### src/bsr_defs.svh
`ifndef BSR_DEFS_SVH
`define BSR_DEFS_SVH
// Functional notes
// - Every I/O block has three scan cells: input, output, 3-state.
// - Non-I/O-block pins carry only an input or an output cell; TDO carries output and 3-state.
// - Config clear, config clock and done pins have no scan cells.
// - External test Capture-DR loads in, out and 3-state of all I/O blocks.
// - Cell 0 is TDO 3-state, cell 1 TDO output, last the trailer.
// - Bypass is one flip-flop from test data in to test data out.
// - Two user selects; matching user scan-out feeds test data out.
// - Data register clock is given to user logic.
// - User idle output is NAND of test clock and Run-Test/Idle.
// - Codes 000 extest, 001 sample, 010/011 user, 110 reserved, 111 bypass.
// - 100 readback data out; 101 config daisy out with I/O disabled.
// - Each I/O group shifts 3-state, then output, then input.
// - TAP pin output buffers are off while scan selected; inputs direct.
// - Primary clock pads go straight to the core, never scan data.
// - A clock pad used as plain signal is replaceable like any I/O.
// - Pulls stay active in scan; all pulled up before/during config.
// - Chain starts top-right at TDO, goes round counter-clockwise.
// - Without kept scan after config, TAP pins become user pins.
// - 16-state TAP controller, instruction register, selectable data regs.
// - Public instructions before config; after only if design keeps scan.
// - Reset, update and shift state decodes go to user logic.

// Chain layout, position 0 nearest test data out
`define BSR_NUM_IO      4
`define BSR_CLK_IO      0
`define BSR_POS_TDO_T   0
`define BSR_POS_TDO_O   1
`define BSR_POS_IO_BASE 2
`define BSR_POS_IN_ONLY 14
`define BSR_POS_OUT_ONLY 15
`define BSR_POS_TRAILER 16
`define BSR_CHAIN_LEN   17
`define BSR_IR_CAPTURE  3'h1

// Register map and fields
`define BSR_ADDR_CTRL   4'h0
`define BSR_ADDR_STATUS 4'h4
`define BSR_CTRL_RESET  4'h0
`define BSR_CTRL_DONE   0
`define BSR_CTRL_KEEP   1
`define BSR_CTRL_CLKPAD 2
`define BSR_CTRL_PULLDN 3
`define BSR_STAT_STATE  0
`define BSR_STAT_INSTR  4
`define BSR_STAT_TAPEN  7
`define BSR_RESP_OKAY   2'h0
`define BSR_RESP_SLVERR 2'h2
`endif

### src/bsr_pkg.sv
package bsr_pkg;
	typedef enum logic [3:0] {
		TAP_RESET      = 4'h0,
		TAP_IDLE       = 4'h1,
		TAP_SEL_DR     = 4'h2,
		TAP_CAPTURE_DR = 4'h3,
		TAP_SHIFT_DR   = 4'h4,
		TAP_EXIT1_DR   = 4'h5,
		TAP_PAUSE_DR   = 4'h6,
		TAP_EXIT2_DR   = 4'h7,
		TAP_UPDATE_DR  = 4'h8,
		TAP_SEL_IR     = 4'h9,
		TAP_CAPTURE_IR = 4'ha,
		TAP_SHIFT_IR   = 4'hb,
		TAP_EXIT1_IR   = 4'hc,
		TAP_PAUSE_IR   = 4'hd,
		TAP_EXIT2_IR   = 4'he,
		TAP_UPDATE_IR  = 4'hf
	} bsr_tap_state_t;

	typedef enum logic [2:0] {
		INS_EXTEST    = 3'h0,
		INS_SAMPLE    = 3'h1,
		INS_USER_ONE  = 3'h2,
		INS_USER_TWO  = 3'h3,
		INS_READBACK  = 3'h4,
		INS_CONFIGURE = 3'h5,
		INS_RESERVED  = 3'h6,
		INS_BYPASS    = 3'h7
	} bsr_instr_t;

	// Update stage of one I/O block, in shift order
	typedef struct packed {
		logic tri_en;
		logic dout;
		logic din;
	} bsr_cell_t;
endpackage

### src/bsr_tap_ctrl.sv
`timescale 1ns/100ps
module bsr_tap_ctrl (
	input  wire logic             aclk,
	input  wire logic             aresetn,
	input  wire logic             tck_rise,
	input  wire logic             tms,
	input  wire logic             force_reset,
	output bsr_pkg::bsr_tap_state_t state_r
);
	bsr_pkg::bsr_tap_state_t state_nxt;

	// =========================================
	// Sixteen-state walk, one step per test clock rise
	always_comb begin
		state_nxt = state_r;
		case (state_r)
			bsr_pkg::TAP_RESET:      state_nxt = tms ? bsr_pkg::TAP_RESET
				: bsr_pkg::TAP_IDLE;
			bsr_pkg::TAP_IDLE:       state_nxt = tms ? bsr_pkg::TAP_SEL_DR
				: bsr_pkg::TAP_IDLE;
			bsr_pkg::TAP_SEL_DR:     state_nxt = tms ? bsr_pkg::TAP_SEL_IR
				: bsr_pkg::TAP_CAPTURE_DR;
			bsr_pkg::TAP_CAPTURE_DR: state_nxt = tms ? bsr_pkg::TAP_EXIT1_DR
				: bsr_pkg::TAP_SHIFT_DR;
			bsr_pkg::TAP_SHIFT_DR:   state_nxt = tms ? bsr_pkg::TAP_EXIT1_DR
				: bsr_pkg::TAP_SHIFT_DR;
			bsr_pkg::TAP_EXIT1_DR:   state_nxt = tms ? bsr_pkg::TAP_UPDATE_DR
				: bsr_pkg::TAP_PAUSE_DR;
			bsr_pkg::TAP_PAUSE_DR:   state_nxt = tms ? bsr_pkg::TAP_EXIT2_DR
				: bsr_pkg::TAP_PAUSE_DR;
			bsr_pkg::TAP_EXIT2_DR:   state_nxt = tms ? bsr_pkg::TAP_UPDATE_DR
				: bsr_pkg::TAP_SHIFT_DR;
			bsr_pkg::TAP_UPDATE_DR:  state_nxt = tms ? bsr_pkg::TAP_SEL_DR
				: bsr_pkg::TAP_IDLE;
			bsr_pkg::TAP_SEL_IR:     state_nxt = tms ? bsr_pkg::TAP_RESET
				: bsr_pkg::TAP_CAPTURE_IR;
			bsr_pkg::TAP_CAPTURE_IR: state_nxt = tms ? bsr_pkg::TAP_EXIT1_IR
				: bsr_pkg::TAP_SHIFT_IR;
			bsr_pkg::TAP_SHIFT_IR:   state_nxt = tms ? bsr_pkg::TAP_EXIT1_IR
				: bsr_pkg::TAP_SHIFT_IR;
			bsr_pkg::TAP_EXIT1_IR:   state_nxt = tms ? bsr_pkg::TAP_UPDATE_IR
				: bsr_pkg::TAP_PAUSE_IR;
			bsr_pkg::TAP_PAUSE_IR:   state_nxt = tms ? bsr_pkg::TAP_EXIT2_IR
				: bsr_pkg::TAP_PAUSE_IR;
			bsr_pkg::TAP_EXIT2_IR:   state_nxt = tms ? bsr_pkg::TAP_UPDATE_IR
				: bsr_pkg::TAP_SHIFT_IR;
			bsr_pkg::TAP_UPDATE_IR:  state_nxt = tms ? bsr_pkg::TAP_SEL_DR
				: bsr_pkg::TAP_IDLE;
			default:                 state_nxt = bsr_pkg::TAP_RESET;
		endcase
	end

	// A disabled port is parked in reset so stray pin activity is harmless
	always_ff @(posedge aclk) begin
		if (!aresetn || force_reset)
			state_r <= bsr_pkg::TAP_RESET;
		else if (tck_rise)
			state_r <= state_nxt;
	end
endmodule

### src/bsr_top.sv
`timescale 1ns/100ps
`include "bsr_defs.svh"
module bsr_top (
	input  wire logic                     aclk,
	input  wire logic                     aresetn,
	// AXI4-Lite register slave
	input  wire logic [3:0]               s_axi_awaddr,
	input  wire logic                     s_axi_awvalid,
	output logic                          s_axi_awready,
	input  wire logic [31:0]              s_axi_wdata,
	input  wire logic [3:0]               s_axi_wstrb,
	input  wire logic                     s_axi_wvalid,
	output logic                          s_axi_wready,
	output logic [1:0]                    s_axi_bresp,
	output logic                          s_axi_bvalid,
	input  wire logic                     s_axi_bready,
	input  wire logic [3:0]               s_axi_araddr,
	input  wire logic                     s_axi_arvalid,
	output logic                          s_axi_arready,
	output logic [31:0]                   s_axi_rdata,
	output logic [1:0]                    s_axi_rresp,
	output logic                          s_axi_rvalid,
	input  wire logic                     s_axi_rready,
	// Test access port pins
	input  wire logic                     tck_pin,
	input  wire logic                     tms_pin,
	input  wire logic                     tdi_pin,
	output logic                          tdo_pin_out,
	output logic                          tdo_pin_oe,
	input  wire logic [2:0]               tap_pin_user_oe,
	output logic [2:0]                    tap_pin_oe,
	output logic [2:0]                    tap_pin_user_in,
	// I/O blocks in chain order, index 0 at the top-right corner
	input  wire logic [`BSR_NUM_IO-1:0]   io_pad_in,
	output logic [`BSR_NUM_IO-1:0]        io_pad_out,
	output logic [`BSR_NUM_IO-1:0]        io_pad_oe,
	output logic [`BSR_NUM_IO-1:0]        io_pull_up,
	output logic [`BSR_NUM_IO-1:0]        io_pull_dn,
	input  wire logic [`BSR_NUM_IO-1:0]   io_core_out,
	input  wire logic [`BSR_NUM_IO-1:0]   io_core_oe,
	output logic [`BSR_NUM_IO-1:0]        io_core_in,
	// Single-cell pins and primary clock pad
	input  wire logic                     in_only_pad,
	output logic                          in_only_core,
	input  wire logic                     out_only_core,
	output logic                          out_only_pad,
	input  wire logic                     gclk_pad,
	output logic                          gclk_core,
	// User scan hooks
	output logic                          user_select_one,
	output logic                          user_select_two,
	input  wire logic                     user_scan_out_one,
	input  wire logic                     user_scan_out_two,
	output logic                          user_dr_clock,
	output logic                          user_idle_gate,
	output logic                          user_reset,
	output logic                          user_update,
	output logic                          user_shift,
	output logic                          user_tdi,
	// Configuration engine hooks
	input  wire logic                     readback_data,
	input  wire logic                     config_dout,
	output logic                          readback_sel,
	output logic                          config_sel
);
	localparam int NIO = `BSR_NUM_IO;
	localparam int SW  = NIO + 5;
	localparam int CL  = `BSR_CHAIN_LEN;

	// Boundary register instructions share the shift chain
	function automatic logic uses_chain(input bsr_pkg::bsr_instr_t i);
		return (i == bsr_pkg::INS_EXTEST) || (i == bsr_pkg::INS_SAMPLE);
	endfunction

	// =========================================
	// Pin synchronisers
	logic [SW-1:0] sync1_r;
	logic [SW-1:0] sync2_r;
	logic          tck_d_r;
	logic          tck_s;
	logic          tms_s;
	logic          tdi_s;
	logic          gclk_s;
	logic          in_only_s;
	logic [NIO-1:0] pad_in_s;
	logic          tck_rise;
	logic          tck_fall;

	// Two stages for every asynchronous pin; only stage two is read
	always_ff @(posedge aclk) begin
		if (!aresetn) begin
			sync1_r <= '0;
			sync2_r <= '0;
			tck_d_r <= 1'b0;
		end else begin
			sync1_r <= {io_pad_in, in_only_pad, gclk_pad, tdi_pin, tms_pin,
				tck_pin};
			sync2_r <= sync1_r;
			tck_d_r <= sync2_r[0];
		end
	end

	assign tck_s     = sync2_r[0];
	assign tms_s     = sync2_r[1];
	assign tdi_s     = sync2_r[2];
	assign gclk_s    = sync2_r[3];
	assign in_only_s = sync2_r[4];
	assign pad_in_s  = sync2_r[SW-1:5];
	assign tck_rise  = tck_s & ~tck_d_r;
	assign tck_fall  = ~tck_s & tck_d_r;

	// =========================================
	// Control register and port enable
	logic [3:0] ctrl_r;
	logic       cfg_done;
	logic       scan_keep;
	logic       tap_en;

	assign cfg_done  = ctrl_r[`BSR_CTRL_DONE];
	assign scan_keep = ctrl_r[`BSR_CTRL_KEEP];
	// Before configuration the port always works; after, only if kept
	assign tap_en    = ~cfg_done | scan_keep;

	// =========================================
	// TAP controller
	bsr_pkg::bsr_tap_state_t state;

	bsr_tap_ctrl u_tap (
		.aclk        (aclk),
		.aresetn     (aresetn),
		.tck_rise    (tck_rise),
		.tms         (tms_s),
		.force_reset (~tap_en),
		.state_r     (state)
	);

	// =========================================
	// Instruction register
	logic [2:0]          ir_shift_r;
	bsr_pkg::bsr_instr_t instr_r;
	bsr_pkg::bsr_instr_t instr;

	// Reserved code falls back to bypass
	assign instr = (instr_r == bsr_pkg::INS_RESERVED) ?
		bsr_pkg::INS_BYPASS : instr_r;

	always_ff @(posedge aclk) begin
		if (!aresetn || state == bsr_pkg::TAP_RESET) begin
			ir_shift_r <= `BSR_IR_CAPTURE;
			instr_r    <= bsr_pkg::INS_BYPASS;
		end else if (tck_rise) begin
			if (state == bsr_pkg::TAP_CAPTURE_IR)
				ir_shift_r <= `BSR_IR_CAPTURE;
			else if (state == bsr_pkg::TAP_SHIFT_IR)
				ir_shift_r <= {tdi_s, ir_shift_r[2:1]};
		end else if (tck_fall && state == bsr_pkg::TAP_UPDATE_IR) begin
			instr_r <= bsr_pkg::bsr_instr_t'(ir_shift_r);
		end
	end

	// =========================================
	// Boundary scan chain and bypass
	logic [CL-1:0]       chain_r;
	logic [CL-1:0]       capture;
	logic                bypass_r;
	bsr_pkg::bsr_cell_t  upd_r [NIO];
	logic                upd_in_only_r;
	logic                upd_out_only_r;
	logic                upd_tdo_t_r;
	logic                upd_tdo_o_r;

	// Snapshot of TDO, I/O and single-cell pins; TAP inputs, clock pad and config pins have no place here
	always_comb begin
		capture = '0;
		capture[`BSR_POS_TDO_T] = tdo_pin_oe;
		capture[`BSR_POS_TDO_O] = tdo_pin_out;
		for (int k = 0; k < NIO; k++) begin
			capture[`BSR_POS_IO_BASE + 3*k]     = io_pad_oe[k];
			capture[`BSR_POS_IO_BASE + 3*k + 1] = io_pad_out[k];
			capture[`BSR_POS_IO_BASE + 3*k + 2] = pad_in_s[k];
		end
		capture[`BSR_POS_IN_ONLY]  = in_only_s;
		capture[`BSR_POS_OUT_ONLY] = out_only_pad;
		capture[`BSR_POS_TRAILER]  = 1'b0;
	end

	// Data enters at the trailer end and leaves at cell 0
	always_ff @(posedge aclk) begin
		if (!aresetn) begin
			chain_r <= '0;
		end else if (tck_rise && uses_chain(instr)) begin
			if (state == bsr_pkg::TAP_CAPTURE_DR)
				chain_r <= capture;
			else if (state == bsr_pkg::TAP_SHIFT_DR)
				chain_r <= {tdi_s, chain_r[CL-1:1]};
		end
	end

	// One-stage pass-through register
	always_ff @(posedge aclk) begin
		if (!aresetn)
			bypass_r <= 1'b0;
		else if (tck_rise && state == bsr_pkg::TAP_CAPTURE_DR)
			bypass_r <= 1'b0;
		else if (tck_rise && state == bsr_pkg::TAP_SHIFT_DR)
			bypass_r <= tdi_s;
	end

	// Update stage; preload is allowed under sample as well
	always_ff @(posedge aclk) begin
		if (!aresetn) begin
			for (int k = 0; k < NIO; k++)
				upd_r[k] <= '0;
			upd_in_only_r  <= 1'b0;
			upd_out_only_r <= 1'b0;
			upd_tdo_t_r    <= 1'b0;
			upd_tdo_o_r    <= 1'b0;
		end else if (tck_fall && state == bsr_pkg::TAP_UPDATE_DR
			&& uses_chain(instr)) begin
			// The struct keeps 3-state on top; the chain keeps it lowest
			for (int k = 0; k < NIO; k++)
				upd_r[k] <= {chain_r[`BSR_POS_IO_BASE + 3*k],
					chain_r[`BSR_POS_IO_BASE + 3*k + 1],
					chain_r[`BSR_POS_IO_BASE + 3*k + 2]};
			upd_in_only_r  <= chain_r[`BSR_POS_IN_ONLY];
			upd_out_only_r <= chain_r[`BSR_POS_OUT_ONLY];
			upd_tdo_t_r    <= chain_r[`BSR_POS_TDO_T];
			upd_tdo_o_r    <= chain_r[`BSR_POS_TDO_O];
		end
	end

	// =========================================
	// Test data out, changed on a falling test clock, cleared while the port is disabled
	logic tdo_nxt;

	always_comb begin
		tdo_nxt = bypass_r;
		if (state == bsr_pkg::TAP_SHIFT_IR)
			tdo_nxt = ir_shift_r[0];
		else
			case (instr)
				bsr_pkg::INS_EXTEST:    tdo_nxt = chain_r[0];
				bsr_pkg::INS_SAMPLE:    tdo_nxt = chain_r[0];
				bsr_pkg::INS_USER_ONE:  tdo_nxt = user_scan_out_one;
				bsr_pkg::INS_USER_TWO:  tdo_nxt = user_scan_out_two;
				bsr_pkg::INS_READBACK:  tdo_nxt = readback_data;
				bsr_pkg::INS_CONFIGURE: tdo_nxt = config_dout;
				default:                tdo_nxt = bypass_r;
			endcase
	end

	always_ff @(posedge aclk) begin
		if (!aresetn || !tap_en) begin
			tdo_pin_out <= 1'b0;
			tdo_pin_oe  <= 1'b0;
		end else if (tck_fall) begin
			tdo_pin_out <= tdo_nxt;
			tdo_pin_oe  <= (state == bsr_pkg::TAP_SHIFT_IR)
				|| (state == bsr_pkg::TAP_SHIFT_DR);
		end
	end

	// =========================================
	// Pad and core muxing
	logic extest_on;
	logic config_on;

	assign extest_on = tap_en && instr == bsr_pkg::INS_EXTEST;
	assign config_on = tap_en && instr == bsr_pkg::INS_CONFIGURE;

	// Unconfigured outputs float; extest overrides that for testing
	always_ff @(posedge aclk) begin
		if (!aresetn) begin
			io_pad_out   <= '0;
			io_pad_oe    <= '0;
			io_core_in   <= '0;
			out_only_pad <= 1'b0;
			in_only_core <= 1'b0;
			gclk_core    <= 1'b0;
		end else begin
			for (int k = 0; k < NIO; k++) begin
				if (extest_on) begin
					io_pad_out[k] <= upd_r[k].dout;
					io_pad_oe[k]  <= upd_r[k].tri_en;
				end else if (config_on || !cfg_done) begin
					io_pad_out[k] <= 1'b0;
					io_pad_oe[k]  <= 1'b0;
				end else begin
					io_pad_out[k] <= io_core_out[k];
					io_pad_oe[k]  <= io_core_oe[k];
				end
				// Clock pad used as clock keeps its pad value
				if (extest_on && !(k == `BSR_CLK_IO
					&& ctrl_r[`BSR_CTRL_CLKPAD]))
					io_core_in[k] <= upd_r[k].din;
				else
					io_core_in[k] <= pad_in_s[k];
			end
			out_only_pad <= extest_on ? upd_out_only_r : out_only_core;
			in_only_core <= extest_on ? upd_in_only_r : in_only_s;
			gclk_core    <= gclk_s;
		end
	end

	// Pulls are untouched by scan activity
	always_ff @(posedge aclk) begin
		if (!aresetn || !cfg_done) begin
			io_pull_up <= '1;
			io_pull_dn <= '0;
		end else begin
			io_pull_up <= {NIO{~ctrl_r[`BSR_CTRL_PULLDN]}};
			io_pull_dn <= {NIO{ctrl_r[`BSR_CTRL_PULLDN]}};
		end
	end

	// TAP pins: inputs always straight from the pad, drivers off in scan
	always_ff @(posedge aclk) begin
		if (!aresetn) begin
			tap_pin_oe      <= '0;
			tap_pin_user_in <= '0;
		end else begin
			tap_pin_oe      <= tap_en ? 3'h0 : tap_pin_user_oe;
			tap_pin_user_in <= {tdi_s, tck_s, tms_s};
		end
	end

	// =========================================
	// User and configuration hooks
	always_ff @(posedge aclk) begin
		if (!aresetn) begin
			user_select_one <= 1'b0;
			user_select_two <= 1'b0;
			user_dr_clock   <= 1'b0;
			user_idle_gate  <= 1'b1;
			user_reset      <= 1'b0;
			user_update     <= 1'b0;
			user_shift      <= 1'b0;
			user_tdi        <= 1'b0;
			readback_sel    <= 1'b0;
			config_sel      <= 1'b0;
		end else begin
			user_select_one <= instr == bsr_pkg::INS_USER_ONE;
			user_select_two <= instr == bsr_pkg::INS_USER_TWO;
			user_dr_clock   <= tck_s && (state == bsr_pkg::TAP_CAPTURE_DR
				|| state == bsr_pkg::TAP_SHIFT_DR);
			user_idle_gate  <= ~(tck_s && state == bsr_pkg::TAP_IDLE);
			user_reset      <= state == bsr_pkg::TAP_RESET;
			user_update     <= state == bsr_pkg::TAP_UPDATE_DR;
			user_shift      <= state == bsr_pkg::TAP_SHIFT_DR;
			user_tdi        <= tdi_s;
			readback_sel    <= instr == bsr_pkg::INS_READBACK;
			config_sel      <= config_on;
		end
	end

	// =========================================
	// AXI4-Lite write channel; address and data taken in either order
	logic [3:0] aw_addr_r;
	logic       aw_full_r;
	logic [31:0] w_data_r;
	logic [3:0] w_strb_r;
	logic       w_full_r;

	always_ff @(posedge aclk) begin
		if (!aresetn) begin
			aw_full_r     <= 1'b0;
			w_full_r      <= 1'b0;
			aw_addr_r     <= 4'h0;
			w_data_r      <= 32'h0;
			w_strb_r      <= 4'h0;
			s_axi_awready <= 1'b0;
			s_axi_wready  <= 1'b0;
			s_axi_bvalid  <= 1'b0;
			s_axi_bresp   <= `BSR_RESP_OKAY;
			ctrl_r        <= `BSR_CTRL_RESET;
		end else begin
			s_axi_awready <= !aw_full_r && !(s_axi_awvalid && s_axi_awready);
			s_axi_wready  <= !w_full_r && !(s_axi_wvalid && s_axi_wready);
			if (s_axi_awvalid && s_axi_awready) begin
				aw_addr_r <= s_axi_awaddr;
				aw_full_r <= 1'b1;
			end
			if (s_axi_wvalid && s_axi_wready) begin
				w_data_r <= s_axi_wdata;
				w_strb_r <= s_axi_wstrb;
				w_full_r <= 1'b1;
			end
			if (aw_full_r && w_full_r && !s_axi_bvalid) begin
				aw_full_r    <= 1'b0;
				w_full_r     <= 1'b0;
				s_axi_bvalid <= 1'b1;
				if (aw_addr_r == `BSR_ADDR_CTRL) begin
					s_axi_bresp <= `BSR_RESP_OKAY;
					if (w_strb_r[0])
						ctrl_r <= w_data_r[3:0];
				end else if (aw_addr_r == `BSR_ADDR_STATUS) begin
					s_axi_bresp <= `BSR_RESP_OKAY;
				end else begin
					s_axi_bresp <= `BSR_RESP_SLVERR;
				end
			end else if (s_axi_bvalid && s_axi_bready) begin
				s_axi_bvalid <= 1'b0;
			end
		end
	end

	// Read channel: answer one cycle after the address is taken
	always_ff @(posedge aclk) begin
		if (!aresetn) begin
			s_axi_arready <= 1'b0;
			s_axi_rvalid  <= 1'b0;
			s_axi_rdata   <= 32'h0;
			s_axi_rresp   <= `BSR_RESP_OKAY;
		end else begin
			s_axi_arready <= !s_axi_rvalid && !(s_axi_arvalid && s_axi_arready);
			if (s_axi_arvalid && s_axi_arready) begin
				s_axi_rvalid <= 1'b1;
				s_axi_rdata  <= 32'h0;
				s_axi_rresp  <= `BSR_RESP_OKAY;
				if (s_axi_araddr == `BSR_ADDR_CTRL) begin
					s_axi_rdata[3:0] <= ctrl_r;
				end else if (s_axi_araddr == `BSR_ADDR_STATUS) begin
					s_axi_rdata[`BSR_STAT_STATE +: 4] <= state;
					s_axi_rdata[`BSR_STAT_INSTR +: 3] <= instr_r;
					s_axi_rdata[`BSR_STAT_TAPEN]      <= tap_en;
				end else begin
					s_axi_rresp <= `BSR_RESP_SLVERR;
				end
			end else if (s_axi_rvalid && s_axi_rready) begin
				s_axi_rvalid <= 1'b0;
			end
		end
	end
endmodule

### config.mk
export PLATFORM = sky130hd
export DESIGN_NAME = bsr_top
export DESIGN_NICKNAME = d
export VERILOG_FILES = /design/src/bsr_pkg.sv /design/src/bsr_tap_ctrl.sv /design/src/bsr_top.sv
export VERILOG_INCLUDE_DIRS = /design/src
export SDC_FILE = /design/constraint.sdc
export NUM_CORES = 1
export LEC_CHECK = 0
export ABC_AREA = 1
export BUFFER_PORTS_ARGS = -buffer_cell sky130_fd_sc_hd__buf_2
export CORE_ASPECT_RATIO = 1.75
export CORE_UTILIZATION = 50
export DETAILED_ROUTE_END_ITERATION = 16
export GPL_ROUTABILITY_DRIVEN = 0
export PLACE_DENSITY = 0.78
export SETUP_SLACK_MARGIN = 0.02
export SLEW_MARGIN = 20
export SYNTH_ARGS = -nofsm -noshare
export SYNTH_HDL_FRONTEND = slang
export SYNTH_SLANG_ARGS = --single-unit
### constraint.sdc
create_clock -name aclk -period 4.8 [get_ports aclk]
set_clock_uncertainty 0.1 [all_clocks]
set_input_delay 0.96 -clock aclk [delete_from_list [all_inputs] [get_ports aclk]]
set_output_delay 0.96 -clock aclk [all_outputs]
set_load 0.01 [all_outputs]
After elaboration in Yosys (flattened, before gate mapping):

Memories as Yosys holds them, arrays and structs flattened.
Index checks and enable logic that the tools add are counted.
W data, S select, Z words.

* flip-flop bits (word level): 116
* bits in writable memories: 12
* memories: 1

* eq/ne operators: 23
* multiplexer cells: 61
* bitwise gates (word level): 15
* reduce and logical (&&, ||, !) cells: 59

Memory list
* upd_r: words 4, width 3, rd ports 4, clocked after Yosys merged registers in 0, write ports 4, RTL line bsr_top.sv:166 `bsr_pkg::bsr_cell_t upd_r [NIO];`

Operator list (count)
* $pmux W4 S12: 1
* $mux W1: 34
* $mux W17: 2
* $eq A4 B4 Y1 const B: 8
* $mux W3: 9
* $eq A4 B3 Y1 const B: 6
* $mux W4: 6
* $logic_and A1 B1 Y1: 21
* $mux W2: 7
* $logic_not A4 Y1: 3
* $reduce_or A2 Y1: 6
* $logic_not A1 Y1: 11
* $eq A3 B3 Y1 const B: 3
* $eq A4 B2 Y1 const B: 2
* $logic_or A1 B1 Y1: 8
* $mux W8: 1
* $not A1 Y1: 8
* $reduce_bool A2 Y1: 4
* $eq A3 B2 Y1 const B: 2
* $reduce_and A2 Y1: 3
* $or A1 B1 Y1: 5
* $pmux W1 S5: 1
* $eq A4 B1 Y1 const B: 1
* $eq A3 B1 Y1 const B: 1
* other kinds (4): 5

Depth between registers and ports, before layout:

Gate-level depths: netlist of the first run.

* depth in word-level cells: 9
* mapped depth: 11
* mapped depth without buffers: 11

By module:

Synthesis of the first run repeated with hierarchy kept, for this count alone.

* cell total of the unflattened synthesis: 700
* area total of the unflattened synthesis: 5222.5 µm²

By module, submodules not included
* bsr_top: instances 1, cells each 630, area each 4833.4 µm², sequential area each 2522.4 µm²
* bsr_tap_ctrl: instances 1, cells each 70, area each 389.1 µm², sequential area each 80.1 µm²

Worst setup path after synthesis of the first run:

Ideal clock, no wire load.

* path type: register to register
* start: register u_tap.state_r[3]
* end: memory upd_r[0][0] (netlist name) (enable)
* library setup time: 0.403 ns
* arrival time: 1.732 ns
* path slack: 2.566 ns
* cell stages (with the launch flop): 5
* buffers on the path: 0
* cells stage by stage: dfxtp_1 > inv_2 > nor2_2 > nand2_2 > o21ai_0

RTL lines
* start, declared: RTL line bsr_tap_ctrl.sv:8 `output bsr_pkg::bsr_tap_state_t state_r`
* start signal, assigned: RTL line bsr_tap_ctrl.sv:56 `state_r <= bsr_pkg::TAP_RESET;`
* start signal, assigned: RTL line bsr_tap_ctrl.sv:58 `state_r <= state_nxt;`
* end, declared: RTL line bsr_top.sv:166

Worst setup path after layout of the first run:

* start: register u_tap.state_r[1]
* end: register chain_r[7]

* word-level cells in the longest chain between the ends: 3
* elaborated cells between the ends (all ways): 5

RTL lines
* $eq A4 B3 Y1 / $eq A4 B2 Y1 (equally long branches): RTL line bsr_top.sv:194, bsr_top.sv:192
* $reduce_bool A2 Y1 (no source line)
* $reduce_and A2 Y1 (no source line)
* end signal, assigned: RTL line bsr_top.sv:193 `chain_r <= capture;`
* end signal, assigned: RTL line bsr_top.sv:195 `chain_r <= {tdi_s, chain_r[CL-1:1]};`
* end, declared: RTL line bsr_top.sv:163 `logic [CL-1:0] chain_r;`

Parallel ways exist; a longest one is shown, timed or not.
A chain may end at the register's enable or synchronous reset.

==> results of run 1 <==
[sequential cells by signal, indices dropped and copies added (netlist names), 3 cells and up]
| signal | flops |
|---|---|
| u_tap.state_r | 4 |
| instr_r | 3 |
| w_data_r | 4 |
| sync1_r | 9 |
| ctrl_r | 4 |
| chain_r | 17 |
| aw_addr_r | 4 |
| upd_r | 12 |
| io_pad_oe | 4 |
| tap_pin_user_in | 3 |
| s_axi_rdata | 8 |
| io_core_in | 4 |
| ir_shift_r | 3 |
| io_pad_out | 4 |
| tap_pin_oe | 3 |
| sync2_r | 9 |
[path summary, 6_finish.rpt]
path           endpoint  slack, ns  cells past startpoint
min reg2reg  sync2_r[6]       0.31                      2
max          chain_r[7]       2.60                      7
min          sync2_r[6]       0.31                      2
max reg2reg  chain_r[7]       2.60                      7
[report_power, final]
| part | total, mW | switching, mW | internal (mW) |
|---|---|---|---|
| clock network | 1.18 | 0.432 | 0.748 |
| registers | 1.09 | 0.0136 | 1.08 |
| logic | 0.114 | 0.0742 | 0.0397 |
| total | 2.38 | 0.520 | 1.86 |
[layout make-up]
cell class                 count  area (um2)  share of cell area, %
sequential                   124        2600                   43.5
timing repair buffer         101         508                   8.49
clock inverter                 7        65.1                   1.09
tap                          125         156                   2.61
multi-input combinational    383        1790                   30.0
inverter                      98         373                   6.23
clock buffer                  25         485                   8.12
[per-layer routing]
layer	track usage (%)	vias to the layer above	share of wire (%)
li1	-	2155	-
met4	12.3	0	3.6
met5	0	-	0
met1	22.8	1960	36
met2	42.4	186	55
met3	5.07	42	4.7
[synth_stat cells, types with 6 or more instances]
cell type	instances
dfxtp_1	112
inv_1	88
nand2_1	85
nor2_1	69
a21oi_1	54
o21ai_0	53
buf_4	36
o21ai_1	23
nand3_1	19
nand2_2	13
edfxtp_1	12
clkbuf_1	11
o21ai_2	8
nor3_1	7
inv_2	6
o22ai_1	6
[per-stage QoR]
stage	hold WS, ns	utilization, %	cells	setup WS (ns)	area (um2)
3_5_place_dp	0.301	55.1	831	2.30	5430
6_report	0.307	60.7	863	2.60	5980
4_1_cts	0.311	60.7	863	2.63	5980
5_1_grt	0.327	60.7	863	2.40	5980
3_3_place_gp	0.293	55.1	831	2.04	5430
2_1_floorplan	0.290	-	659	2.57	5130
[cells by family after synthesis]
kind of cell	synth area share (%)
compound gates	15.9
simple gates	17.6
flops	51.7
other cells	0.0744
buf+inv	14.7
[worst max-delay path, cell delays in order (launching register included)]
cell and delay, ns:
dfxtp_1 0.54, nand2_2 0.12, inv_2 0.08, nand2_2 0.16
nand2_2 0.15, nand3_2 0.50, o21ai_1 0.34, a21oi_1 0.07
==> impl_metrics.env, run 1 <==
export IMPL_critPathLaunch="u_tap.state_r[1]"
export IMPL_hold_path_class="flip-flop to flip-flop"
export IMPL_insertion_delay_ns=0.41
export IMPL_relSlewSlack_pct=41.9
export IMPL_hold_viol_final=0
export IMPL_syn2layout_area_growth_pct=18.8
export IMPL_cts_repair_resized=0
export IMPL_final_cell_mix="dfxtp_1 (112), buf_2 (100), inv_1 (88), nand2_1 (85), nor2_1 (69)"
export IMPL_layout_cells_most_common="dfxtp_1"
export IMPL_n_antenna_cell=0
export IMPL_vias=4343
export IMPL_holdBufCountCts=0
export IMPL_synth_edf_count=12
export IMPL_numCtsBuffers=17
export IMPL_grt_usage_pct=22.7
export IMPL_die_y_um=135
export IMPL_io_pins=158
export IMPL_vias_per_cell=5.03
export IMPL_powerDensity_mw_per_mm2=398
export IMPL_antenna_found_initial=0
export IMPL_total_power_mw=2.38
export IMPL_min_period_over_period_pct=45.7
export IMPL_clkTransAtPathRegs_ns=0.06
export IMPL_vdd_ir_drop_max_v=0.000269
export IMPL_synth_area_leader_cell="dfxtp_1"
export IMPL_syn_area_mm2=0.00504
export IMPL_dieArea_mm2=0.0105
export IMPL_firstDrtPassIters=5
export IMPL_tightest_slew_ns=0.869
export IMPL_root_buffer="clkbuf_16"
export IMPL_cts_buffer_depth=2
export IMPL_rows=48
export IMPL_ys_types=34
export IMPL_fin_nets=801
export IMPL_h_tree_depth=4
export IMPL_ant_nets=0
export IMPL_grt_pass1_vias=4051
export IMPL_rsz0062_at_grt="no"
export IMPL_avgSynthCellArea_um2=7.95
export IMPL_leakagePower_nw=2.83
export IMPL_cp_data_arrival_time_ns=2.37
export IMPL_grt_overflow_total=0
export IMPL_path_class="flip-flop to flip-flop"
export IMPL_drive_above_1_share_pct=22.4
export IMPL_start_util_pct=51.1
export IMPL_async_reset_ff_share_pct=0
export IMPL_drt_initial_drc_count=281
export IMPL_grt_max_degree=75
export IMPL_cts_tree="yes"
export IMPL_hp_start="sync1_r[6]"
export IMPL_fmax_mhz=455
export IMPL_synth_top_area_share_pct=44.5
export IMPL_period_minus_slack_ns=2.20
export IMPL_fillers=867
export IMPL_slew_viol_final=0
export IMPL_dp_hpwl_um=7890
export IMPL_setup_violations=0
export IMPL_ys_seq_area_share_pct=51.7
export IMPL_wire_per_inst_um=13.1
export IMPL_wirelength_um=11300
export IMPL_yosys_warnings=0
export IMPL_grt_pass1_wl_um=18400
export IMPL_worstReg2RegStart="u_tap.state_r[1]"
export IMPL_cp_end_kind="flip-flop"
export IMPL_drcViolationCount=0
export IMPL_cp_max_fo=34
export IMPL_cp_required_ns=4.98
export IMPL_ys_seq_elements=124
export IMPL_cp_start_kind="flip-flop"
export IMPL_synth_area_leaders="dfxtp_1 (45%), edfxtp_1 (7.2%), inv_1 (6.6%), nand2_1 (6.3%), a21oi_1 (5.4%)"
export IMPL_netlist_instances=634
export IMPL_core_area_mm2=0.00985
export IMPL_cts_sinks=124
export IMPL_fin_setup_tns_ns=0
export IMPL_fp_dieW_um=77.9
export IMPL_io_buffers=100
export IMPL_post_cts_buffers=0
export IMPL_maxCapViolations=0
export IMPL_synthFlopType="dfxtp_1"
export IMPL_status="complete, no violations"
Note: power is estimated with default switching activity, not from simulation.
==> run 2: changes to the inputs <==
--- a/config.mk
+++ b/config.mk
@@ -9,10 +9,10 @@
 export ABC_AREA = 1
 export BUFFER_PORTS_ARGS = -buffer_cell sky130_fd_sc_hd__buf_2
 export CORE_ASPECT_RATIO = 1.75
-export CORE_UTILIZATION = 50
+export CORE_UTILIZATION = 46
 export DETAILED_ROUTE_END_ITERATION = 16
 export GPL_ROUTABILITY_DRIVEN = 0
-export PLACE_DENSITY = 0.78
+export PLACE_DENSITY = 0.76
 export SETUP_SLACK_MARGIN = 0.02
 export SLEW_MARGIN = 20
 export SYNTH_ARGS = -nofsm -noshare
==> constraint.sdc (replaced) <==
create_clock -name aclk -period 1.9 [get_ports aclk]
set_clock_uncertainty 0.1 [all_clocks]
set_input_delay 0.38 -clock aclk [delete_from_list [all_inputs] [get_ports aclk]]
set_output_delay 0.38 -clock aclk [all_outputs]
set_load 0.01 [all_outputs]
==> run 2 against run 1 <==
Setup slack worse by 2.4 ns. Critical path depth is 2 higher. Total power grew to 2.5 times the previous value. Maximum frequency is 28% higher. Utilization is 4.1 points lower. Sequential power grew to 2.5 times the previous value. Register-to-register slack worse by 2.4 ns. Final area is 1.3% higher. Clock power grew to 2.5 times the previous value. First-iteration DRC count is 19% lower.
==> impl_metrics.env, run 2 (synthesis results as in run 1) <==
export IMPL_fmax_mhz=581
export IMPL_root_buffer="clkbuf_16"
export IMPL_cp_end_kind="flip-flop"
export IMPL_holdPathEnd="sync1_r[2]"
export IMPL_firstDrtPassIters=6
export IMPL_r2r_end="chain_r[12]"
export IMPL_io_pins=158
export IMPL_largest_reg_flops=17
export IMPL_crit_slowest_cell="dfxtp_1"
export IMPL_vias_per_cell=4.97
export IMPL_cp_data_arrival_time_ns=1.96
export IMPL_fp_dieW_um=81.1
export IMPL_ff2ff_path_depth=9
export IMPL_antenna_found_initial=0
export IMPL_period_minus_slack_ns=1.72
export IMPL_slew_viol_final=0
export IMPL_grt_pass1_wl_um=18500
export IMPL_vdd_ir_drop_max_v=0.000865
export IMPL_syn2layout_area_growth_pct=20.3
export IMPL_worstReg2RegStart="u_tap.state_r[3]"
export IMPL_ant_nets=0
export IMPL_final_cell_mix="dfxtp_1 (111), buf_2 (100), inv_1 (88), nand2_1 (85), nor2_1 (69)"
export IMPL_numCtsBuffers=17
export IMPL_hp_start="tdi_pin"
export IMPL_status="complete, no violations"
export IMPL_fin_nets=809
export IMPL_dieArea_mm2=0.0114
export IMPL_grt_overflow_total=0
export IMPL_path_class="flip-flop to flip-flop"
export IMPL_grt_max_degree=75
export IMPL_h_tree_depth=4
export IMPL_reg_top3="chain_r: 17 flops, upd_r: 12 flops"
export IMPL_maxCapViolations=0
export IMPL_n_antenna_cell=0
export IMPL_cts_sinks=124
export IMPL_rrSetupSlack_ns=0.18
export IMPL_crit_chain="inv_2, nand2_1, inv_2, nand2_2, nand2_2, nand3_2, buf_4, o21ai_1, a21oi_1"
export IMPL_hold_ws_ns=0.0530
export IMPL_vias=4348
export IMPL_io_buffers=100
export IMPL_grt_pass1_vias=4143
export IMPL_fin_setup_tns_ns=0
export IMPL_core_area_mm2=0.0107
export IMPL_rsz0062_at_grt="no"
export IMPL_placed_cell_area_mm2=0.00551
export IMPL_drcViolationCount=0
export IMPL_cts_tree="yes"
export IMPL_clkTransAtPathRegs_ns=0.05
export IMPL_whs_path_depth=3
export IMPL_die_y_um=140
export IMPL_drive_above_1_share_pct=23.8
export IMPL_cp_start_kind="flip-flop"
export IMPL_total_power_mw=6.01
export IMPL_post_cts_buffers=0
export IMPL_wire_per_inst_um=13.3
export IMPL_regMostFlops="chain_r"
export IMPL_post_route_util_pct=56.7
export IMPL_powerDensity_mw_per_mm2=992
export IMPL_setup_violations=0
export IMPL_grt_usage_pct=21.6
export IMPL_start_util_pct=47.1
export IMPL_hold_viol_final=0
export IMPL_min_period_over_period_pct=90.6
export IMPL_drt_initial_drc_count=228
export IMPL_layout_cells_most_common="dfxtp_1"
export IMPL_cp_required_ns=2.14
export IMPL_rows=50
export IMPL_wirelength_um=11600
export IMPL_cp_max_fo=34
export IMPL_cp_slowest_stage_delay_ns=0.45
export IMPL_dp_hpwl_um=8350
export IMPL_insertion_delay_ns=0.41
export IMPL_hold_path_class="input pin to flip-flop"
export IMPL_leakagePower_nw=2.88
export IMPL_cts_buffer_depth=2
export IMPL_design_area_mm2=0.00606
[run 2: cell count changes in the layout (fill, tap and decap cells not counted), sizes merged]
| cell | change |
|---|---|
| buf | +8 |
| clkbuf | -8 |
| clkinv | +5 |
| inv | +2 |
[run 2: worst max path at each step]
| stage | from | end |
|---|---|---|
| detailed placement | u_tap.state_r[1] | chain_r[5] |
| global route | u_tap.state_r[3] | chain_r[1] |
| finish | u_tap.state_r[3] | chain_r[12] |
| global placement | u_tap.state_r[1] | chain_r[8] |
| CTS | u_tap.state_r[1] | chain_r[0] |
| floorplan | u_tap.state_r[3] | upd_r[0][0] |
[run 2: what timing repair did]
item / CTS / global route
endpoints found under the setup margin: 0 / 17
resized for setup: 0 / 2
hold buffers: 0 / 0
[run 2: metrics by stage]
stage / instances / setup WS [ns]
finish: 875 / 0.179
global route: 875 / 0.0527
CTS: 875 / 0.107
detailed placement: 844 / 0.119
global placement: 844 / 0.199
floorplan: 659 / 0.0331
[run 2: metal layers]
| metal | track usage [%] | wire length [um] |
|---|---|---|
| met3 | 6.32 | 583 |
| met4 | 10.6 | 317 |
| met5 | 0 | 0 |
| met1 | 20.8 | 4130 |
| met2 | 40.1 | 6560 |
[run 2: report_power, final]
part | internal, mW | switching [mW]
Sequential | 2.72 | 0.0367
Combinational | 0.108 | 0.191
Clock | 1.79 | 1.17
[run 2: layout make-up]
cell class / count / area (um2)
timing repair buffer: 109 / 581
inverter: 98 / 373
clock inverter: 14 / 124
tap: 130 / 163
clock buffer: 17 / 425
fill: 973 / 4640
multi-input combinational: 383 / 1790
sequential: 124 / 2600
[run 2: worst max-delay path: cells and delay by family (launching register included)]
kind | cells | cell delay [ns]
buf+inv | 3 | 0.46
compound gates | 2 | 0.27
simple gates | 4 | 0.36
flops | 1 | 0.45
==> run 3: changes to the inputs <==
--- a/config.mk
+++ b/config.mk
@@ -9,12 +9,13 @@
 export ABC_AREA = 1
 export BUFFER_PORTS_ARGS = -buffer_cell sky130_fd_sc_hd__buf_2
 export CORE_ASPECT_RATIO = 1.75
-export CORE_UTILIZATION = 46
+export CORE_UTILIZATION = 50
 export DETAILED_ROUTE_END_ITERATION = 16
 export GPL_ROUTABILITY_DRIVEN = 0
-export PLACE_DENSITY = 0.76
+export PLACE_DENSITY = 0.78
 export SETUP_SLACK_MARGIN = 0.02
 export SLEW_MARGIN = 20
 export SYNTH_ARGS = -nofsm -noshare
 export SYNTH_HDL_FRONTEND = slang
+export SYNTH_HIERARCHICAL = 1
 export SYNTH_SLANG_ARGS = --single-unit
==> constraint.sdc (replaced) <==
create_clock -name aclk -period 1.6 [get_ports aclk]
set_clock_uncertainty 0.1 [all_clocks]
set_input_delay 0.32 -clock aclk [delete_from_list [all_inputs] [get_ports aclk]]
set_output_delay 0.32 -clock aclk [all_outputs]
set_load 0.01 [all_outputs]
==> run 3 against run 2 <==
Setup slack got worse by 0.15 ns. First-iteration DRC count decreased by 9.2%. Synthesized cell count grew 10%. Sequential power grew 19%. Wire length grew 2.7%. Sequential cell count unchanged. Clock power up 29%. Combinational power grew 30%. Critical endpoint is now upd_r[2][0]. Highest routed layer unchanged.
==> impl_metrics.env, run 3 <==
export IMPL_fillers=872
export IMPL_yosys_warnings=6
export IMPL_crit_slowest_cell="dfxtp_2"
export IMPL_maxCapViolations=0
export IMPL_synthFlopType="dfxtp_1"
export IMPL_cp_end_kind="flip-flop"
export IMPL_firstDrtPassIters=5
export IMPL_vdd_ir_drop_max_v=0.000904
export IMPL_dieArea_mm2=0.0109
export IMPL_synth_area_leader_cell="dfxtp_1"
export IMPL_syn_area_mm2=0.00522
export IMPL_io_buffers=100
export IMPL_hold_ws_ns=0.0185
export IMPL_layout_cells_most_common="nand2_1"
export IMPL_ant_nets=0
export IMPL_netlist_instances=700
export IMPL_numCtsBuffers=17
export IMPL_syn2layout_area_growth_pct=28.6
export IMPL_drt_initial_drc_count=207
export IMPL_regMostFlops="chain_r"
export IMPL_whs_path_depth=3
export IMPL_avgSynthCellArea_um2=7.46
export IMPL_clkTransAtPathRegs_ns=0.05
export IMPL_critPathLaunch="u_tap/state_r[1]"
export IMPL_ys_seq_area_share_pct=49.8
export IMPL_io_pins=158
export IMPL_insertion_delay_ns=0.41
export IMPL_wirelength_um=11900
export IMPL_cp_slowest_stage_delay_ns=0.34
export IMPL_ys_seq_elements=124
export IMPL_synth_area_leaders="dfxtp_1 (43%), nand2_1 (11%), nor2_1 (7.7%), edfxtp_1 (6.9%), inv_1 (5.8%)"
export IMPL_die_y_um=137
export IMPL_async_reset_ff_share_pct=0
export IMPL_post_route_util_pct=65.6
export IMPL_drive_above_1_share_pct=23.4
export IMPL_start_util_pct=51.0
export IMPL_final_cell_mix="nand2_1 (157), dfxtp_1 (109), nor2_1 (106), buf_2 (100), inv_1 (81)"
export IMPL_cts_buffer_depth=2
export IMPL_slew_viol_final=0
export IMPL_rows=49
export IMPL_crit_chain="nor2_2, inv_1, nor2_1, nand3_1, nand2_2, buf_12"
export IMPL_holdPathEnd="tap_pin_oe[2]"
export IMPL_cp_data_arrival_time_ns=1.59
export IMPL_setup_violations=0
export IMPL_grt_overflow_total=0
export IMPL_reg_top3="chain_r: 17 flops, upd_r: 12 flops"
export IMPL_h_tree_depth=4
export IMPL_design_area_mm2=0.00672
export IMPL_placed_cell_area_mm2=0.00599
export IMPL_cts_sinks=124
export IMPL_n_antenna_cell=0
export IMPL_synth_most_common_cell="nand2_1"
export IMPL_path_class="flip-flop to flip-flop"
export IMPL_cp_start_kind="flip-flop"
export IMPL_wire_per_inst_um=12.2
export IMPL_r2r_end="upd_r[2][0]"
export IMPL_cp_max_fo=12
export IMPL_period_minus_slack_ns=1.57
export IMPL_grt_pass1_vias=4285
export IMPL_hold_viol_final=0
export IMPL_min_period_over_period_pct=98.0
export IMPL_dp_hpwl_um=8070
export IMPL_synth_edf_count=12
export IMPL_antenna_found_initial=0
export IMPL_status="complete, no violations"
export IMPL_largest_reg_flops=17
export IMPL_ys_types=37
export IMPL_fp_dieW_um=79.3
export IMPL_worstReg2RegStart="u_tap/state_r[1]"
export IMPL_powerDensity_mw_per_mm2=1110
export IMPL_hp_start="tap_pin_user_oe[2]"
export IMPL_fin_nets=915
export IMPL_grt_max_degree=30
export IMPL_cts_tree="yes"
export IMPL_core_area_mm2=0.0102
export IMPL_cp_required_ns=1.63
export IMPL_root_buffer="clkbuf_16"
export IMPL_leakagePower_nw=3.42
export IMPL_synth_top_area_share_pct=42.9
export IMPL_rrSetupSlack_ns=0.03
export IMPL_grt_pass1_wl_um=18700
export IMPL_grt_usage_pct=22.5
export IMPL_hold_path_class="input pin to flip-flop"
export IMPL_vias=4739
export IMPL_ff2ff_path_depth=6
export IMPL_vias_per_cell=4.84
export IMPL_yosys_top_cells_count="nand2_1 (158), dfxtp_1 (112), nor2_1 (107)"
export IMPL_drcViolationCount=0
export IMPL_fmax_mhz=638
-- run 3: changes by cell type in the layout (fill, tap and decap cells not counted), moves of 7 or more --
cell           change
nand3_1           +26
nand2_2            -9
a21oi_1           -17
nor2_1            +37
o21ai_2            -8
o21ai_1           -19
buf_4             +26
buf_12             +7
o21ai_0           -15
nand2_1           +72
dlygate4sd3_1      +9
inv_1              -7
-- run 3: worst max-delay path by stage --
stage / end / slack [ns] / cells past startpoint
2_1_floorplan: chain_r[10] / 0.07 / 8
3_3_place_gp: u_tap/state_r[3] / 0.11 / 8
3_5_place_dp: chain_r[5] / 0.09 / 9
4_1_cts: chain_r[2] / 0.02 / 8
5_1_grt: upd_r[0][0] / -0.02 / 6
6_report: upd_r[2][0] / 0.03 / 6
-- run 3: power breakdown --
part / total (mW) / internal, mW / switching [mW]
clock: 3.83 / 2.44 / 1.39
combinational: 0.388 / 0.158 / 0.230
sequential: 3.26 / 3.23 / 0.0388
-- run 3: metrics by stage --
stage	setup slack, ns	instances	total power [mW]	TNS, ns
floorplan	0.0722	725	3.58	0
global placement	0.108	934	3.69	0
detailed placement	0.0859	934	3.70	0
CTS	0.0232	975	7.54	0
global route	-0.0219	979	7.76	-0.217
finish	0.0325	979	7.48	0
-- run 3: layout make-up --
class	count	area [um2]	area share (%)
clock inverter	15	171	2.55
tap	127	159	2.37
timing repair buffer	151	1010	15.0
sequential	124	2610	38.8
multi-input combinational	454	2010	29.9
inverter	91	343	5.10
clock buffer	17	425	6.33
-- run 3: kinds of logic after synthesis --
group / count (synthesis) / share of synthesized area [%]
simple gates: 337 / 27.2
compound gates: 91 / 9.25
flops: 124 / 49.8
other cells: 1 / 0.0718
buf+inv: 147 / 13.6
-- run 3: critical path: cells and delay by family, from the launching register on --
family	cells	cell delay (ns)
AND/OR/NAND/NOR	4	0.64
flip-flops	1	0.34
buffers and inverters	2	0.19
-- run 3: routing by layer --
| layer | wire length, um | share of wire [%] | vias up | GRT usage [%] |
|---|---|---|---|---|
| met2 | 6320 | 53 | 175 | 41.8 |
| met5 | 0 | 0 | - | 0 |
| met3 | 615 | 5.2 | 39 | 5.96 |
| met4 | 435 | 3.7 | 0 | 11.9 |
| met1 | 4530 | 38 | 2110 | 22.3 |
| li1 | - | - | 2415 | - |
-- run 3: repair_timing --
item	CTS	global route
hold buffers	9	0
setup endpoints to repair	0	28
resized for setup	0	4
setup buffers	0	4
hold endpoints to repair	9	0
